[src/include/irq_pulse_pkg.sv]
// package for the interrupt pulse logic: source layout, pulse widths, types
package irq_pulse_pkg;

  // ****************************************
  // source layout
  // ****************************************
  localparam int NUM_SRC = 40;
  localparam int IO_BITS = 5;
  localparam int SRC_BAT_LOW = 0;
  localparam int SRC_SUP_LOW = 1;
  localparam int SRC_REF_TMO = 2;
  localparam int SRC_AUX_TMO = 3;
  localparam int SRC_REF_TWARN = 4;
  localparam int SRC_CANBUS_OVERTEMP = 5;
  localparam int SRC_LINBUS_OVERTEMP = 6;
  localparam int SRC_IO_CHG = 7;
  localparam int SRC_IO_WU = 12;
  localparam int SRC_CANBUS_WAKEUP = 17;
  localparam int SRC_LINBUS_WAKEUP = 18;
  localparam int SRC_CAN_TXD = 19;
  localparam int SRC_CAN_RXD = 20;
  localparam int SRC_CAN_BUS = 21;
  localparam int SRC_LIN_TXD = 22;
  localparam int SRC_LIN_RXD = 23;
  localparam int SRC_LIN_BUS = 24;
  localparam int SRC_SW_REQ = 25;
  localparam int SRC_LDT = 26;
  localparam int SRC_SPI_SEC = 27;
  localparam int SRC_SPI_CLK = 28;
  localparam int SRC_SPI_REQ = 29;
  localparam int SRC_SPI_PAR = 30;
  localparam int SRC_CONV_CHG = 31;
  localparam int SRC_BOB_CHG = 32;
  localparam int SRC_RES_LO = 33;

  // ****************************************
  // spi framing and pulse timing
  // ****************************************
  localparam logic [4:0] SPI_FRAME_CLKS = 5'h10;
  localparam int CLK_MHZ = 20;
  localparam int PULSE_SHORT_US = 25;
  localparam int PULSE_LONG_US = 100;
  localparam logic [11:0] PULSE_SHORT_CYC = 12'(PULSE_SHORT_US * CLK_MHZ);
  localparam logic [11:0] PULSE_LONG_CYC = 12'(PULSE_LONG_US * CLK_MHZ);
  localparam logic [NUM_SRC-1:0] MASK_RST = '0;
  localparam logic [NUM_SRC-1:0] FLAG_RST = '0;
  localparam logic [2:0] CONV_RST = 3'h0;

  typedef logic [NUM_SRC-1:0] src_vec_t;

  // raw event inputs from the detectors
  typedef struct packed {
    logic battery_sense_low;
    logic supply_low;
    logic ref_reg_limit_timeout;
    logic aux_reg_limit_timeout;
    logic ref_reg_temp_warning;
    logic ref_reg_internal_pass;
    logic canbus_overtemp;
    logic linbus_overtemp;
    logic [IO_BITS-1:0] line_wakeup;
    logic canbus_wakeup;
    logic linbus_wakeup;
    logic can_tx_stuck_dominant;
    logic can_rx_stuck_recessive;
    logic canbus_stuck_dominant;
    logic lin_tx_stuck_dominant;
    logic lin_rx_stuck_recessive;
    logic linbus_stuck_dominant;
    logic long_timer_expired;
    logic secured_check_fail;
  } detect_t;

  // spi frame summary from the serial front end, valid on frame_done
  typedef struct packed {
    logic frame_done;
    logic [5:0] clk_count;
    logic parity_ok;
    logic malformed;
    logic addr_unknown;
    logic write_init_reg;
    logic is_write;
    logic sw_irq_req;
  } spi_frame_t;

  typedef enum logic [1:0] {
    PH_INIT,
    PH_NORMAL
  } phase_t;

  typedef enum logic [1:0] {
    PS_IDLE,
    PS_LOW,
    PS_GAP
  } pulse_state_t;

  typedef struct packed {
    pulse_state_t st;
    logic [11:0] cnt;
    logic out_n;
  } pulse_t;

endpackage

[src/rtl/irq_pulse_gen.sv]
// one-shot low pulse generator for the interrupt line
`timescale 1ns/1ns
module irq_pulse_gen
(
  // clock and reset
  input wire logic clk_i,
  input wire logic rst_i,
  // control
  input wire logic fire_i,
  input wire logic long_i,
  // pin and busy status
  output logic irq_out_n_o,
  output logic busy_o
);

  irq_pulse_pkg::pulse_t state_ff;
  irq_pulse_pkg::pulse_t nxt_state;

  always_comb
  begin
    nxt_state = state_ff;
    unique case (state_ff.st)
      irq_pulse_pkg::PS_IDLE:
      begin
        if (fire_i)
        begin
          // drive low, then release after width
          nxt_state.st = irq_pulse_pkg::PS_LOW;
          nxt_state.out_n = 1'b0;
          nxt_state.cnt = long_i ? irq_pulse_pkg::PULSE_LONG_CYC
                                 : irq_pulse_pkg::PULSE_SHORT_CYC;
        end
      end
      irq_pulse_pkg::PS_LOW:
      begin
        nxt_state.cnt = state_ff.cnt - 12'h001;
        if (state_ff.cnt == 12'h001)
        begin
          // one high cycle so back-to-back pulses stay separable
          nxt_state.st = irq_pulse_pkg::PS_GAP;
          nxt_state.out_n = 1'b1;
        end
      end
      irq_pulse_pkg::PS_GAP:
      begin
        nxt_state.st = irq_pulse_pkg::PS_IDLE;
      end
      default:
      begin
        nxt_state.st = irq_pulse_pkg::PS_IDLE;
        nxt_state.out_n = 1'b1;
      end
    endcase
  end

  always_ff @(posedge clk_i or posedge rst_i)
  begin
    if (rst_i)
    begin
      state_ff <= '{st: irq_pulse_pkg::PS_IDLE, cnt: 12'h000, out_n: 1'b1};
    end
    else
    begin
      state_ff <= nxt_state;
    end
  end

  assign irq_out_n_o = state_ff.out_n;
  assign busy_o = (state_ff.st != irq_pulse_pkg::PS_IDLE);

endmodule // irq_pulse_gen

[src/rtl/irq_collector.sv]
// interrupt source collector with latched flags and pulse request queue
`timescale 1ns/1ns
module irq_collector
(
  // clock and reset
  input wire logic clk_i,
  input wire logic rst_i,
  // detector events
  input wire irq_pulse_pkg::detect_t detect_i,
  input wire logic [irq_pulse_pkg::IO_BITS-1:0] line_level_i,
  input wire logic [2:0] conv_active_i,
  input wire logic buck_or_boost_state_i,
  // spi side
  input wire irq_pulse_pkg::spi_frame_t spi_i,
  input wire logic init_done_i,
  input wire logic cfg_write_i,
  input wire logic cfg_long_pulse_i,
  input wire logic cfg_pulse_enable_i,
  input wire irq_pulse_pkg::src_vec_t cfg_mask_i,
  input wire logic flag_read_i,
  input wire irq_pulse_pkg::src_vec_t flag_read_sel_i,
  // status and pin
  output irq_pulse_pkg::src_vec_t flags_o,
  output logic [2:0] conv_active_o,
  output logic buck_or_boost_state_o,
  output logic init_phase_o,
  output logic irq_out_n_o
);

  // ****************************************
  // state
  // ****************************************
  typedef struct packed {
    irq_pulse_pkg::phase_t phase;
    logic in_init;
    logic long_pulse;
    logic pulse_en;
    irq_pulse_pkg::src_vec_t mask;
    irq_pulse_pkg::src_vec_t flags;
    irq_pulse_pkg::src_vec_t src_prev;
    logic [irq_pulse_pkg::IO_BITS-1:0] line_prev;
    logic line_seen;
    logic [2:0] conv;
    logic buck_or_boost_state;
    logic pending;
    logic fire;
  } coll_t;

  coll_t state_ff;
  coll_t nxt_state;
  irq_pulse_pkg::src_vec_t src;
  logic [irq_pulse_pkg::IO_BITS-1:0] line_chg;
  logic pulse_busy;
  logic pulse_pin;

  // ****************************************
  // source vector
  // ****************************************
  genvar gi;
  generate
    for (gi = 0; gi < irq_pulse_pkg::IO_BITS; gi++)
    begin : g_line
      // level change per monitored line
      assign line_chg[gi] = state_ff.line_seen &
                            (line_level_i[gi] ^ state_ff.line_prev[gi]);
      assign src[irq_pulse_pkg::SRC_IO_CHG + gi] = line_chg[gi];
      assign src[irq_pulse_pkg::SRC_IO_WU + gi] = detect_i.line_wakeup[gi];
    end
  endgenerate

  logic frm;
  assign frm = spi_i.frame_done;
  assign src[irq_pulse_pkg::SRC_BAT_LOW] = detect_i.battery_sense_low;
  assign src[irq_pulse_pkg::SRC_SUP_LOW] = detect_i.supply_low;
  assign src[irq_pulse_pkg::SRC_REF_TMO] = detect_i.ref_reg_limit_timeout;
  assign src[irq_pulse_pkg::SRC_AUX_TMO] = detect_i.aux_reg_limit_timeout;
  assign src[irq_pulse_pkg::SRC_REF_TWARN] = detect_i.ref_reg_temp_warning &
                                         detect_i.ref_reg_internal_pass;
  assign src[irq_pulse_pkg::SRC_CANBUS_OVERTEMP] = detect_i.canbus_overtemp;
  assign src[irq_pulse_pkg::SRC_LINBUS_OVERTEMP] = detect_i.linbus_overtemp;
  assign src[irq_pulse_pkg::SRC_CANBUS_WAKEUP] = detect_i.canbus_wakeup;
  assign src[irq_pulse_pkg::SRC_LINBUS_WAKEUP] = detect_i.linbus_wakeup;
  assign src[irq_pulse_pkg::SRC_CAN_TXD] = detect_i.can_tx_stuck_dominant;
  assign src[irq_pulse_pkg::SRC_CAN_RXD] = detect_i.can_rx_stuck_recessive;
  assign src[irq_pulse_pkg::SRC_CAN_BUS] = detect_i.canbus_stuck_dominant;
  assign src[irq_pulse_pkg::SRC_LIN_TXD] = detect_i.lin_tx_stuck_dominant;
  assign src[irq_pulse_pkg::SRC_LIN_RXD] = detect_i.lin_rx_stuck_recessive;
  assign src[irq_pulse_pkg::SRC_LIN_BUS] = detect_i.linbus_stuck_dominant;
  assign src[irq_pulse_pkg::SRC_SW_REQ] = frm & spi_i.sw_irq_req;
  assign src[irq_pulse_pkg::SRC_LDT] = detect_i.long_timer_expired;
  assign src[irq_pulse_pkg::SRC_SPI_SEC] = detect_i.secured_check_fail;
  // frame checks taken once per frame, on its done strobe only
  assign src[irq_pulse_pkg::SRC_SPI_CLK] = frm &
    (spi_i.clk_count != {1'b0, irq_pulse_pkg::SPI_FRAME_CLKS});
  assign src[irq_pulse_pkg::SRC_SPI_REQ] = frm & (spi_i.malformed | spi_i.addr_unknown |
    (spi_i.is_write & spi_i.write_init_reg &
     (state_ff.phase == irq_pulse_pkg::PH_NORMAL)));
  assign src[irq_pulse_pkg::SRC_SPI_PAR] = frm & ~spi_i.parity_ok;
  assign src[irq_pulse_pkg::SRC_CONV_CHG] = |(conv_active_i ^ state_ff.conv);
  assign src[irq_pulse_pkg::SRC_BOB_CHG] = buck_or_boost_state_i ^ state_ff.buck_or_boost_state;
  assign src[irq_pulse_pkg::NUM_SRC-1:irq_pulse_pkg::SRC_RES_LO] = '0;

  // ****************************************
  // next state
  // ****************************************
  always_comb
  begin
    irq_pulse_pkg::src_vec_t rise;
    irq_pulse_pkg::src_vec_t clr;
    rise = '0;
    clr = '0;
    nxt_state = state_ff;
    // settings only accepted while in init phase
    if (state_ff.phase == irq_pulse_pkg::PH_INIT)
    begin
      if (cfg_write_i)
      begin
        nxt_state.long_pulse = cfg_long_pulse_i;
        nxt_state.pulse_en = cfg_pulse_enable_i;
        nxt_state.mask = cfg_mask_i;
      end
      if (init_done_i)
      begin
        nxt_state.phase = irq_pulse_pkg::PH_NORMAL;
        nxt_state.in_init = 1'b0;
      end
    end
    // new assertions only, so a held level fires once
    rise = src & ~state_ff.src_prev;
    nxt_state.src_prev = src;
    nxt_state.line_prev = line_level_i;
    nxt_state.line_seen = 1'b1;
    nxt_state.conv = conv_active_i;
    nxt_state.buck_or_boost_state = buck_or_boost_state_i;
    // read clears, a same-cycle set wins
    if (flag_read_i)
    begin
      clr = flag_read_sel_i;
    end
    nxt_state.flags = (state_ff.flags & ~clr) | rise;
    // unmasked rises queue one pulse; merged while one is running
    nxt_state.fire = 1'b0;
    if ((|(rise & ~state_ff.mask)) && state_ff.pulse_en)
    begin
      nxt_state.pending = 1'b1;
    end
    if (state_ff.pending && !pulse_busy && !state_ff.fire)
    begin
      nxt_state.fire = 1'b1;
      nxt_state.pending = 1'b0;
    end
  end

  always_ff @(posedge clk_i or posedge rst_i)
  begin
    if (rst_i)
    begin
      // power-on reset clears flags, mask and long-pulse setting; pulse enable resets to on
      state_ff <= '{phase: irq_pulse_pkg::PH_INIT, in_init: 1'b1, long_pulse: 1'b0,
                    pulse_en: 1'b1,
                    mask: irq_pulse_pkg::MASK_RST, flags: irq_pulse_pkg::FLAG_RST,
                    src_prev: '0, line_prev: '0, line_seen: 1'b0,
                    conv: irq_pulse_pkg::CONV_RST, buck_or_boost_state: 1'b0, pending: 1'b0,
                    fire: 1'b0};
    end
    else
    begin
      state_ff <= nxt_state;
    end
  end

  // ****************************************
  // pulse output
  // ****************************************
  irq_pulse_gen u_pulse
  (
    .clk_i(clk_i),
    .rst_i(rst_i),
    .fire_i(state_ff.fire),
    .long_i(state_ff.long_pulse),
    .irq_out_n_o(pulse_pin),
    .busy_o(pulse_busy)
  );

  assign irq_out_n_o = pulse_pin;
  assign flags_o = state_ff.flags;
  assign conv_active_o = state_ff.conv;
  assign buck_or_boost_state_o = state_ff.buck_or_boost_state;
  assign init_phase_o = state_ff.in_init;

endmodule // irq_collector

[config.mk]
export PLATFORM = sky130hd
export DESIGN_NAME = irq_collector
export DESIGN_NICKNAME = d
export VERILOG_FILES = /design/src/include/irq_pulse_pkg.sv /design/src/rtl/irq_pulse_gen.sv /design/src/rtl/irq_collector.sv
export SDC_FILE = /design/constraint.sdc
export NUM_CORES = 1
export LEC_CHECK = 0
export ABC_AREA = 1
export BUFFER_PORTS_ARGS = -buffer_cell sky130_fd_sc_hd__buf_2
export CAP_MARGIN = 25
export CORE_UTILIZATION = 30
export CTS_CLUSTER_DIAMETER = 100
export CTS_CLUSTER_SIZE = 20
export DETAILED_ROUTE_END_ITERATION = 16
export SLEW_MARGIN = 15
export SYNTH_ARGS = -nofsm -noshare
export SYNTH_HDL_FRONTEND = slang
export SYNTH_SLANG_ARGS = --single-unit
[constraint.sdc]
create_clock -name clk_i -period 8.4 [get_ports clk_i]
set_clock_uncertainty 0.05 [all_clocks]
set_input_delay 0.84 -clock clk_i [delete_from_list [all_inputs] [get_ports clk_i]]
set_output_delay 0.84 -clock clk_i [all_outputs]
set_load 0.005 [all_outputs]
==> impl_metrics.tcl <==
set metrics [dict create \
    finalCritPeriodShare_pct 23.1 \
    vdd_drop_max_uv 134 \
    p_leak_uw 0.00385 \
    crit_fanout 2 \
    rows 50 \
    cp_slowest_cell "dfstp_2" \
    max_stage_delay_ns 0.53 \
    cts_buffer_depth 2 \
    min_path_type "reg2reg" \
    start_kind "flip-flop" \
    place.gp.congestion 0.790 \
    die_x_um 141 \
    postCtsResizedCells 0 \
    endpoint_kind "output pin" \
    first_global_vias 4321 \
    layout-drive-gt1-share_pct 30.8 \
    worstPathCellList "buf_2" \
    viasPerCell 4.24 \
    yosysMostFrequentCell "dfrtp_1" \
    postRouteAntennaNets 0 \
    h-tree-depth 4 \
    dieArea_um2 19900 \
    clkSinkCount 137 \
    setup_viol 0 \
    critical-path-top-delay-family "flip-flops" \
    synth.top_cell.area_share_pct 57.8 \
    yosysWarnings 0 \
    initial_core_util_pct 30.8 \
    num_io_pins 178 \
    cts_tree "done" \
    syn_area_per_cell_um2 9.73 \
    ctsRootBufferMaster "clkbuf_16" \
    grt_pass1_wl_mm 21.1 \
    max_slew.worst_pin.slew_ns 0.897 \
    wirelength_mm 12.6 \
    track_usage_pct 13.8 \
    grt_overflow_total 0 \
    dp_hpwl_mm 9.05 \
    fin_nets 867 \
    synth_top_cells_by_count "dfrtp_1, inv_1, nand2_1, nor2_1, buf_4" \
    nFillCells 1916 \
    cp_num_buf_inv 1 \
    antenna_found_initial 1 \
    first_pass_iters 4 \
    status "complete, no violations" \
    fin_setup_tns_ns 0 \
    synth_seq_area_share_pct 59.2 \
    area_delta_synth_final_pct 25.0 \
    slew_violations 0 \
    synth_fp_nets 730 \
    final_hold_viol_count 0 \
    drt_iter0_drc 148 \
    yosys.area.top_type "dfrtp_1" \
    wl_per_cell_um 12.6 \
    clk_latency_ns 0.41 \
    synth_area_leaders "dfrtp_1, buf_4, inv_1, nand2_1, a22o_1" \
    dpl_cell_area_um2 6630 \
    crit_arrival_ns 1.05 \
    coreArea_um2 18800 \
    cts_setup_buffers 0 \
    drc 0 \
    utilization_pct 38.5 \
    path_clk_slew_ns 0.06 \
    grt_max_degree 72 \
    rsz0062_at_grt "false" \
    max_slew_margin_pct 40.2 \
    worstSetupPathType "reg2out" \
    final_area_um2 7250 \
    dr_total_vias 4265 \
    cts_hold_buf 0 \
    period_minus_slack_ns 1.94 \
    cts_buffers 17 \
    ys.flop_type "dfrtp_1" \
    p_per_area_nw_per_um2 256 \
    syn_inst 596 \
    syn-cell-area_um2 5800 \
    synthDistinctLibCells 39 \
    dieHeight_um 141 \
    synth_edf_count 0 \
    crit_required_ns 7.51 \
    ys_seq_elements 137 \
    max_freq_mhz 514 \
    drv_cap 0 \
    io_buffers 170 \
    async_flop_share_pct 100 \
]
## per-layer routing
| layer | share of wire [%] | track usage [%] | up-vias |
|---|---|---|---|
| met5 | 0 | 0 | - |
| met4 | 1.5 | 5.32 | 0 |
| met3 | 6.2 | 4.65 | 11 |
| met2 | 45 | 21.3 | 122 |
| met1 | 48 | 17.9 | 1991 |
| li1 | - | - | 2141 |
## layout make-up
| type | count | area, um^2 | area share (%) |
|---|---|---|---|
| Tap cell | 260 | 325 | 4.49 |
| Sequential cell | 137 | 3430 | 47.4 |
| Antenna cell | 1 | 2.50 | 0.0345 |
| Clock buffer | 21 | 470 | 6.49 |
| Clock inverter | 11 | 145 | 2.00 |
| Timing Repair Buffer | 172 | 866 | 11.9 |
| Inverter | 89 | 339 | 4.68 |
| Multi-Input combinational cell | 316 | 1670 | 23.0 |
## cells in the final DEF (no fill, tap or decap), types with 3 or more instances in the layout
cell	synthesis	final
bufinv_16	0	3
nand3_1	42	42
nor2_1	65	65
a21boi_0	8	8
nor2_4	3	3
nand2_2	3	4
dfstp_2	3	3
clkbuf_8	0	3
nor3_1	3	3
a31oi_1	3	3
o21ai_0	6	6
dfrtp_1	134	134
a21oi_1	31	31
inv_1	85	84
clkbuf_16	0	17
buf_2	3	170
inv_2	4	4
a22o_1	28	28
nand2_1	85	84
o21ai_1	4	4
or2_1	3	3
xnor2_1	3	3
mux2_2	5	5
clkinv_2	0	3
clkinvlp_4	0	3
## kinds of logic (layout without fill, tap and decap cells)
family	Yosys count	in the layout	synth area share, %
buffers and inverters	143	293	12.1
adder cells (fa/ha/maj)	2	2	0.432
AO/OA/AOI/OAI	87	87	10.1
multiplexers	7	7	1.32
AND/OR/NAND/NOR	214	214	16.0
XOR/XNOR	5	5	0.756
other	1	2	0.0647
flip-flops	137	137	59.2
## where the power goes
group	switching [uW]	total, uW	leakage [uW]	internal (uW)
Sequential	50.3	795	0.00156	745
Clock	281	771	0.000295	490
Combinational	166	288	0.00199	122
Total	497	1850	0.00385	1360
## stage by stage
| stage | cells | setup slack (ns) | hold slack, ns | power [uW] |
|---|---|---|---|---|
| after global placement | 974 | 5.95 | 0.397 | 1090 |
| after floorplan | 596 | 3.85 | 0.386 | 1010 |
| final | 1007 | 6.46 | 0.413 | 1850 |
| after CTS | 1006 | 6.41 | 0.411 | 1890 |
| after detailed placement | 974 | 5.96 | 0.403 | 1100 |
| after global routing | 1006 | 6.25 | 0.420 | 1970 |
## registers in the layout, indices dropped and copies added (netlist names)
register	count
buck_or_boost_state_o	1
flags_o	40
init_phase_o	1
u_pulse.irq_out_n_o	1
u_pulse.state_ff	14
conv_active_o	3
state_ff	77
## final timing paths
path / start / end / slack, ns / depth (start not counted)
min reg2reg: u_pulse.state_ff[13] / state_ff[0] / 0.41 / 1
max: u_pulse.irq_out_n_o / irq_out_n_o / 6.46 / 1
min: u_pulse.state_ff[13] / state_ff[0] / 0.41 / 1
min in group asynchronous: rst_i / state_ff[121] / 0.45 / 2
max reg2reg: state_ff[135] / state_ff[96] / 6.67 / 4
max in group asynchronous: rst_i / flags_o[15] / 6.52 / 3
(Power assumes the default switching activity.)
